**src/inc/rxpo_pkg.sv**
```systemverilog
// ==========================================================
// pixel output and sync detect constants
`default_nettype none
package rxpo_pkg;
    // bus widths
    localparam int PIX_W    = 36;
    localparam int LINK_W   = 24;
    localparam int HALF_W   = 18;
    localparam int TMR_W    = 25;
    localparam int IRQ_W    = 3;

    // register offsets
    localparam logic [7:0] REG_STATUS     = 8'h00;
    localparam logic [7:0] REG_IRQ_STATUS = 8'h04;
    localparam logic [7:0] REG_IRQ_MASK   = 8'h08;

    // status fields
    localparam int STAT_SYNC     = 0;
    localparam int STAT_DUAL     = 1;
    localparam int STAT_PWR_DOWN = 2;
    localparam int STAT_OUT_OFF  = 3;

    // interrupt fields and reset values
    localparam int IRQ_SYNC_UP   = 0;
    localparam int IRQ_SYNC_DOWN = 1;
    localparam int IRQ_RATE      = 2;
    localparam logic [2:0] IRQ_MASK_RST = 3'h0;

    // reference clock
    localparam int REF_PERIOD_PS = 10000;
    localparam int REF_KHZ       = 100000;

    // output clock high time, fixed by this block
    localparam int CLK_HIGH_PS  = 40000;
    localparam int CLK_HIGH_CYC = CLK_HIGH_PS / REF_PERIOD_PS;

    // output clock period limits, single and dual pixel mode
    localparam int SINGLE_MIN_PS  = 11600;
    localparam int SINGLE_MAX_PS  = 50000;
    localparam int DUAL_MIN_PS    = 23300;
    localparam int DUAL_MAX_PS    = 100000;
    localparam int SINGLE_MIN_CYC = (SINGLE_MIN_PS + REF_PERIOD_PS - 1) / REF_PERIOD_PS;
    localparam int SINGLE_MAX_CYC = SINGLE_MAX_PS / REF_PERIOD_PS;
    localparam int DUAL_MIN_CYC   = (DUAL_MIN_PS + REF_PERIOD_PS - 1) / REF_PERIOD_PS;
    localparam int DUAL_MAX_CYC   = DUAL_MAX_PS / REF_PERIOD_PS;

    // sync detect timing
    localparam int DE_LOSS_MS      = 160;
    localparam int LINK_LOSS_MS    = 200;
    localparam int LINK_LOSS_MAXMS = 250;
    localparam int DE_LOSS_CYC     = DE_LOSS_MS * REF_KHZ;
    localparam int LINK_LOSS_CYC   = LINK_LOSS_MS * REF_KHZ;
    localparam int SYNC_MAX_EDGES  = 40;
    localparam int SYNC_ON_EDGES   = 3;
endpackage
`default_nettype wire

```
**src/rtl/rxpo_top.sv**
```systemverilog
// Chosen here: the register addresses and strobed register access.
`timescale 1ns/1ns
`default_nettype none
module rxpo_top
    import rxpo_pkg::*;
#(
    parameter int unsigned DE_LOSS   = rxpo_pkg::DE_LOSS_CYC,
    parameter int unsigned LINK_LOSS = rxpo_pkg::LINK_LOSS_CYC,
    parameter int unsigned SYNC_ON   = rxpo_pkg::SYNC_ON_EDGES
) (
    // clock and reset
    input  wire logic        ref_clk,
    input  wire logic        rst_b,
    // strap pins
    input  wire logic        pixels_per_clock_select,
    input  wire logic        output_clock_invert,
    input  wire logic        output_format_select,
    input  wire logic        drive_strength_select,
    input  wire logic        power_down_n,
    input  wire logic        output_disable_n,
    // recovered link
    input  wire logic        link_clk,
    input  wire logic [23:0] link_pixel,
    input  wire logic        link_de,
    input  wire logic        link_hsync,
    input  wire logic        link_vsync,
    input  wire logic [2:0]  link_ctl,
    // register port
    input  wire logic [7:0]  reg_addr,
    input  wire logic [31:0] reg_wdata,
    input  wire logic        reg_wr,
    input  wire logic        reg_rd,
    output logic      [31:0] reg_rdata,
    output logic             irq,
    // panel outputs, enable low while driving
    output logic      [35:0] pixel_out_bus,
    output logic             output_pixel_clock,
    output logic             data_enable_out,
    output logic             hsync_out,
    output logic             vsync_out,
    output logic             general_control_2,
    output logic             general_control_3,
    output logic             out_oe_b,
    // always driven outputs
    output logic             general_control_1,
    output logic             sync_detect,
    output logic             drive_strength_full
);
    import rxpo_pkg::*;

    // ==========================================================
    // input synchronisers
    logic [5:0]  strap_s1;
    logic [5:0]  strap_q;
    logic [30:0] lnk_s1;
    logic [30:0] lnk_q;
    logic        lclk_d;

    // two flops on every strap and link input
    always_ff @(posedge ref_clk or negedge rst_b) begin
        if (!rst_b) begin
            strap_s1 <= '0;
            strap_q  <= '0;
            lnk_s1   <= '0;
            lnk_q    <= '0;
            lclk_d   <= 1'b0;
        end else begin
            strap_s1 <= {output_disable_n, power_down_n, drive_strength_select,
                         output_format_select, output_clock_invert, pixels_per_clock_select};
            strap_q  <= strap_s1;
            lnk_s1   <= {link_clk, link_ctl, link_vsync, link_hsync, link_de, link_pixel};
            lnk_q    <= lnk_s1;
            lclk_d   <= lnk_q[30];
        end
    end

    logic        dual;
    logic        inv;
    logic        fmt;
    logic        pwr_ok;
    logic        out_ok;
    logic [23:0] l_pix;
    logic        l_de;
    logic [2:0]  l_ctl;
    logic        pix_stb;

    // strap and link field decode
    assign dual    = strap_q[0];
    assign inv     = strap_q[1];
    assign fmt     = strap_q[2];
    assign pwr_ok  = strap_q[4];
    assign out_ok  = strap_q[5];
    assign l_pix   = lnk_q[23:0];
    assign l_de    = lnk_q[24];
    assign l_ctl   = lnk_q[29:27];
    assign pix_stb = lnk_q[30] & ~lclk_d & pwr_ok;

    // ==========================================================
    // pixel pairing
    function automatic logic [17:0] pix18(input logic [23:0] p);
        pix18 = {p[23:18], p[15:10], p[7:2]};
    endfunction

    logic        de_last_reg;
    logic        phase_reg;
    logic [17:0] even_reg;
    logic        de_rise;
    logic        slot_odd;
    logic        emit;

    assign de_rise  = pix_stb & l_de & ~de_last_reg;
    assign slot_odd = phase_reg & ~de_rise;
    assign emit     = pix_stb & (~dual | slot_odd);

    // even slot holds first pixel of a pair
    always_ff @(posedge ref_clk or negedge rst_b) begin
        if (!rst_b) begin
            de_last_reg <= 1'b0;
            phase_reg   <= 1'b0;
            even_reg    <= '0;
        end else if (!pwr_ok) begin
            de_last_reg <= 1'b0;
            phase_reg   <= 1'b0;
            even_reg    <= '0;
        end else if (pix_stb) begin
            de_last_reg <= l_de;
            phase_reg   <= dual & ~slot_odd;
            if (dual && !slot_odd) begin
                even_reg <= pix18(l_pix);
            end
        end
    end

    // ==========================================================
    // output data and controls
    logic [35:0] pix_reg;
    logic        de_reg;
    logic        hs_reg;
    logic        vs_reg;
    logic [2:0]  ctl_reg;

    always_ff @(posedge ref_clk or negedge rst_b) begin
        if (!rst_b) begin
            pix_reg <= '0;
            de_reg  <= 1'b0;
            hs_reg  <= 1'b0;
            vs_reg  <= 1'b0;
            ctl_reg <= '0;
        end else if (!pwr_ok) begin
            pix_reg <= '0;
            de_reg  <= 1'b0;
            hs_reg  <= 1'b0;
            vs_reg  <= 1'b0;
            ctl_reg <= '0;
        end else if (emit) begin
            pix_reg <= dual ? {pix18(l_pix), even_reg} : {12'h000, l_pix};
            de_reg  <= l_de;
            hs_reg  <= lnk_q[25];
            vs_reg  <= lnk_q[26];
            ctl_reg <= l_ctl;
        end
    end

    // ==========================================================
    // output clock generator
    logic       clk_int_reg;
    logic [3:0] hi_cnt_reg;

    always_ff @(posedge ref_clk or negedge rst_b) begin
        if (!rst_b) begin
            clk_int_reg <= 1'b0;
            hi_cnt_reg  <= '0;
        end else if (!pwr_ok) begin
            clk_int_reg <= 1'b0;
            hi_cnt_reg  <= '0;
        end else if (emit) begin
            clk_int_reg <= 1'b1;
            hi_cnt_reg  <= 4'(CLK_HIGH_CYC - 1);
        end else if (hi_cnt_reg != 4'h0) begin
            hi_cnt_reg <= hi_cnt_reg - 4'h1;
        end else begin
            clk_int_reg <= 1'b0;
        end
    end

    assign output_pixel_clock = (fmt & ~de_reg) ? 1'b0 : (clk_int_reg ^ inv);

    // ==========================================================
    // output enables and drive
    logic oe_b_reg;
    logic drv_full_reg;

    always_ff @(posedge ref_clk or negedge rst_b) begin
        if (!rst_b) begin
            oe_b_reg     <= 1'b1;
            drv_full_reg <= 1'b0;
        end else begin
            oe_b_reg     <= ~(pwr_ok & out_ok);
            drv_full_reg <= strap_q[3];
        end
    end

    assign pixel_out_bus       = pix_reg;
    assign data_enable_out     = de_reg;
    assign hsync_out           = hs_reg;
    assign vsync_out           = vs_reg;
    assign general_control_1   = ctl_reg[0];
    assign general_control_2   = ctl_reg[1];
    assign general_control_3   = ctl_reg[2];
    assign out_oe_b            = oe_b_reg;
    assign drive_strength_full = drv_full_reg;

    // ==========================================================
    // sync detect
    logic [5:0]       edge_cnt_reg;
    logic [TMR_W-1:0] de_tmr_reg;
    logic [TMR_W-1:0] lnk_tmr_reg;
    logic             sync_reg;
    logic             de_lost;
    logic             lnk_lost;
    logic             de_fall;

    assign de_fall  = pix_stb & ~l_de & de_last_reg;
    assign de_lost  = de_tmr_reg == TMR_W'(DE_LOSS);
    assign lnk_lost = lnk_tmr_reg == TMR_W'(LINK_LOSS);

    always_ff @(posedge ref_clk or negedge rst_b) begin
        if (!rst_b) begin
            de_tmr_reg  <= '0;
            lnk_tmr_reg <= '0;
        end else begin
            if (pix_stb && (l_de != de_last_reg)) begin
                de_tmr_reg <= '0;
            end else if (!de_lost) begin
                de_tmr_reg <= de_tmr_reg + 1'b1;
            end
            if (lnk_q[30] != lclk_d) begin
                lnk_tmr_reg <= '0;
            end else if (!lnk_lost) begin
                lnk_tmr_reg <= lnk_tmr_reg + 1'b1;
            end
        end
    end

    // count enable falls to raise detect
    always_ff @(posedge ref_clk or negedge rst_b) begin
        if (!rst_b) begin
            edge_cnt_reg <= '0;
        end else if (!pwr_ok || de_lost || lnk_lost) begin
            edge_cnt_reg <= '0;
        end else if (de_fall && edge_cnt_reg != 6'(SYNC_ON)) begin
            edge_cnt_reg <= edge_cnt_reg + 6'h01;
        end
    end

    always_ff @(posedge ref_clk or negedge rst_b) begin
        if (!rst_b) begin
            sync_reg <= 1'b0;
        end else begin
            sync_reg <= pwr_ok & ~de_lost & ~lnk_lost & (edge_cnt_reg == 6'(SYNC_ON));
        end
    end

    assign sync_detect = sync_reg;

    // ==========================================================
    // output clock rate check
    logic [7:0] per_cnt_reg;
    logic       seen_reg;
    logic       rate_err;
    logic [7:0] per_min;
    logic [7:0] per_max;

    assign per_min  = dual ? 8'(DUAL_MIN_CYC) : 8'(SINGLE_MIN_CYC);
    assign per_max  = dual ? 8'(DUAL_MAX_CYC) : 8'(SINGLE_MAX_CYC);
    assign rate_err = emit & seen_reg & ((per_cnt_reg < per_min) | (per_cnt_reg > per_max));

    // period counter between output clocks
    always_ff @(posedge ref_clk or negedge rst_b) begin
        if (!rst_b) begin
            per_cnt_reg <= '0;
            seen_reg    <= 1'b0;
        end else if (!pwr_ok || lnk_lost) begin
            per_cnt_reg <= '0;
            seen_reg    <= 1'b0;
        end else if (emit) begin
            per_cnt_reg <= 8'h01;
            seen_reg    <= 1'b1;
        end else if (per_cnt_reg != 8'hff) begin
            per_cnt_reg <= per_cnt_reg + 8'h01;
        end
    end

    // ==========================================================
    // registers and interrupt
    logic [2:0]  irq_stat_reg;
    logic [2:0]  irq_mask_reg;
    logic [2:0]  irq_ev;
    logic [2:0]  irq_clr;
    logic        sync_d;
    logic [31:0] rdata_reg;

    assign irq_ev  = {rate_err, sync_d & ~sync_reg, sync_reg & ~sync_d};
    assign irq_clr = (reg_wr && reg_addr == REG_IRQ_STATUS) ? reg_wdata[2:0] : 3'h0;

    // sticky events, set wins over clear
    always_ff @(posedge ref_clk or negedge rst_b) begin
        if (!rst_b) begin
            sync_d       <= 1'b0;
            irq_stat_reg <= '0;
            irq_mask_reg <= IRQ_MASK_RST;
        end else begin
            sync_d       <= sync_reg;
            irq_stat_reg <= (irq_stat_reg & ~irq_clr) | irq_ev;
            if (reg_wr && reg_addr == REG_IRQ_MASK) begin
                irq_mask_reg <= reg_wdata[2:0];
            end
        end
    end

    // read data valid one cycle after strobe
    always_ff @(posedge ref_clk or negedge rst_b) begin
        if (!rst_b) begin
            rdata_reg <= '0;
        end else if (reg_rd) begin
            unique case (reg_addr)
                REG_STATUS:     rdata_reg <= {28'h000_0000, oe_b_reg, ~pwr_ok, dual, sync_reg};
                REG_IRQ_STATUS: rdata_reg <= {29'h0000_0000, irq_stat_reg};
                REG_IRQ_MASK:   rdata_reg <= {29'h0000_0000, irq_mask_reg};
                default:        rdata_reg <= '0;
            endcase
        end else begin
            rdata_reg <= '0;
        end
    end

    assign reg_rdata = rdata_reg;
    assign irq       = |(irq_stat_reg & irq_mask_reg);
endmodule
`default_nettype wire
```
**config.mk**
```make
export PLATFORM = sky130hd
export DESIGN_NAME = rxpo_top
export DESIGN_NICKNAME = d
export VERILOG_FILES = /design/src/inc/rxpo_pkg.sv /design/src/rtl/rxpo_top.sv
export SDC_FILE = /design/constraint.sdc
export NUM_CORES = 1
export LEC_CHECK = 0
export ABC_AREA = 1
export ABC_CLOCK_PERIOD_IN_PS = 1910
export BUFFER_PORTS_ARGS = -buffer_cell sky130_fd_sc_hd__buf_2
export CAP_MARGIN = 15
export CORE_ASPECT_RATIO = 0.75
export CORE_MARGIN = 3
export CORE_UTILIZATION = 56
export DETAILED_ROUTE_END_ITERATION = 6
export PLACE_DENSITY = 0.79
export SYNTH_ARGS = -nofsm -noshare
export SYNTH_HDL_FRONTEND = slang
export SYNTH_SLANG_ARGS = --single-unit
```
**constraint.sdc**
```tcl
create_clock -name ref_clk -period 1.91 [get_ports ref_clk]
set_input_delay 0.2865 -clock ref_clk [delete_from_list [all_inputs] [get_ports ref_clk]]
set_output_delay 0.2865 -clock ref_clk [all_outputs]
set_load 0.02 [all_outputs]
```
==> flow_summary.json <==
{
  "grtUsageTotal_pct": 24.57,
  "internal_power_mw": 7.912,
  "drtIter0Drc": 663,
  "nets": 1312,
  "synth_edf_count": 0,
  "yosys.cell_count.top_type": "nand2_1",
  "floorplan.rows": 40,
  "cellPowerDensity_nw_per_um2": 917.0,
  "drive_gt1_share_pct": 14.69,
  "cp.arrival_ps": 2200,
  "start_util_pct": 58.41,
  "finalSetupViolCount": 0,
  "clk_pin_slew_ps": 70,
  "end_kind": "flop",
  "vias_per_cell": 5.406,
  "cts_tree": "built",
  "worst-setup-path-type": "flop to flop",
  "drv_cap": 0,
  "grt_pass1_wl_um": 37640,
  "numCtsBuffers": 21,
  "crit_path_top_delay_cell": "dfrtp_1",
  "async_flop_share_pct": 100.0,
  "seq_power_share_pct": 48.6,
  "antenna_found_initial": 0,
  "ys_ff_latch": 221,
  "clockBufferDepth": 3,
  "synthFlopType": "dfrtp_1",
  "netlist_instances": 1061,
  "critPathRequiredTime_ps": 2290,
  "status": "completed",
  "r2r_start": "lclk_d",
  "critPathMaxFanout": 16,
  "largest_reg_flops": 36,
  "crit_start": "lclk_d",
  "drc": 0,
  "crit_path_max_incr_delay_ps": 360,
  "hpwlAfterDp_um": 15060,
  "first_pass_iters": 5,
  "reg2reg_depth": 12,
  "switchingPower_mw": 2.652,
  "swShare_pct": 25.11,
  "netlist_top_cells_count": "nand2_1, dfrtp_1, nor2_1",
  "ys_warn_count": 0,
  "ios": 160,
  "area.growth.synth_to_final_pct": 20.15,
  "min_path_cells": 3,
  "period_minus_slack_ps": 1824,
  "skew_ps": 15.94,
  "pwr-share-clk_pct": 40.9,
  "clk_latency_ps": 500,
  "cts-root-buf": "clkbuf_16",
  "yosys.area.top_type": "dfrtp_1",
  "hold_ws_ps": 24.96,
  "wl_per_cell_um": 15.82,
  "grt-ovfl-total": 0,
  "peakVddDrop_v": 0.0007121,
  "die_y_um": 119.3,
  "ant_nets": 0,
  "antennaDiodeCount": 0,
  "grt_max_degree": 67,
  "synth_cell_type_count": 37,
  "final-max-slew-violation-count": 0,
  "synth-seq-area-share_pct": 57.69,
  "coreArea_um2": 16420,
  "avgSynthCellArea_um2": 9.038,
  "pwr-share-comb_pct": 10.5,
  "critPathLaunchType": "flop",
  "hold_viol_final": 0,
  "routabilityCongestion": 0.9527,
  "worstHoldStart": "reg_rd",
  "synth_area_leaders": "dfrtp_1, nand2_1, nand3_1, nor2_1, inv_1",
  "die_w_um": 157.1,
  "syn-cell-area_um2": 9589,
  "fmax_mhz": 548.2,
  "via_count": 7795,
  "cp_cell_sequence": "inv_1 > ha_4 > nand2_4 > inv_4 > nand3_1 > nand2_1 > nand2_2 > inv_1 > nand2_4 > buf_4 > nand3_1 > nand2_1",
  "synth_top_area_share_pct": 57.41,
  "totalWireLength_um": 22820,
  "post-route-util_pct": 70.18,
  "cellLeakagePower_nw": 5.693,
  "grt_pass1_vias": 7665,
  "dieArea_um2": 18750,
  "min_period_over_period_pct": 95.50,
  "h-tree-depth": 1,
  "hold_path_class": "input port to flop",
  "clock_sinks": 221,
  "portBuffers": 102
}
## cell families after synthesis
logic type | Yosys count | synth area share (%)
other cells | 1 | 0.03911
fa+ha+maj | 14 | 1.827
xor+xnor | 13 | 1.187
flops | 221 | 57.69
mux | 21 | 2.192
buf+inv | 161 | 7.868
compound gates | 116 | 6.250
simple gates | 514 | 22.95
## routing by layer
layer,wire (µm),track usage (%),vias to the layer above
met1,10270,36.54,3758
li1,-,-,3691
met5,0,0,-
met3,1556,3.778,41
met4,513,6.667,0
met2,10470,37.94,305
## worst max-delay path: cells and delay by family (launching register included)
family	cells	cell delay, ps
adders and majority gates	1	190
buffers and inverters	4	480
and+or+nand+nor	7	670
DFF	1	360
## layout by cell type, fill, tap and decap left out, types with 3 or more instances in the layout
| master | count |
|---|---|
| a21oi_1 | 32 |
| buf_12 | 5 |
| buf_2 | 101 |
| buf_4 | 17 |
| bufinv_16 | 3 |
| clkbuf_1 | 3 |
| clkbuf_16 | 21 |
| clkbuf_8 | 3 |
| clkinv_2 | 4 |
| conb_1 | 28 |
| dfrtp_1 | 218 |
| dlygate4sd3_1 | 38 |
| ha_1 | 13 |
| inv_1 | 100 |
| mux2i_1 | 21 |
| nand2_1 | 223 |
| nand3_1 | 112 |
| nand4_1 | 20 |
| nor2_1 | 120 |
| nor2_2 | 4 |
| nor3_1 | 24 |
| o21a_1 | 3 |
| o21ai_0 | 59 |
| o21ai_1 | 16 |
| xnor2_1 | 4 |
| xor2_1 | 9 |
## power by group through the flow
stage | sequential, mW | clock (mW) | combinational (mW)
2_1_floorplan | 5.17 | 0 | 0.696
3_3_place_gp | 5.20 | 0 | 0.975
3_5_place_dp | 5.21 | 0 | 1.02
4_1_cts | 5.13 | 4.38 | 1.09
5_1_grt | 5.16 | 4.60 | 1.27
6_report | 5.13 | 4.33 | 1.11
## stage by stage
stage / power, mW / setup slack, ps / instances / TNS [ps] / instance area, µm²
after floorplan: 5.867 / 215.4 / 1088 / 0 / 9691
after global placement: 6.175 / 83.34 / 1362 / 0 / 10320
after detailed placement: 6.223 / -61.50 / 1362 / -82.24 / 10320
after CTS: 10.59 / 21.07 / 1439 / 0 / 11460
after global routing: 11.03 / -1.342 / 1442 / -1.342 / 11520
final: 10.56 / 85.86 / 1442 / 0 / 11520
## final cells by class
class / instances / area, µm²
sequential: 221 / 5534
fill: 1198 / 4895
tap: 210 / 262.8
multi-input combinational: 706 / 3452
clock inverter: 11 / 142.6
clock buffer: 27 / 578.1
inverter: 104 / 395.4
timing repair buffer: 163 / 1156
## timing repair
item                                    4_1_cts  5_1_grt
endpoints found under the hold margin        98        0
hold buffers                                 38        0
cloned                                        0        0
resized for setup                             4       12
pin swaps                                     1        2
endpoints found under the setup margin       22       21
buffers inserted                              1        3
## path summary, 6_finish.rpt
check | slack (ps) | end
worst max-delay path | 90 | even_reg[7]
worst min-delay path | 20 | reg_rdata[1]
worst max register to register | 90 | even_reg[7]
worst min register to register | 350 | strap_q[4]
max in group asynchronous | 880 | strap_q[0]
min in group asynchronous | 330 | lnk_q[3]
No activity file was read; power rests on OpenSTA's default activity.
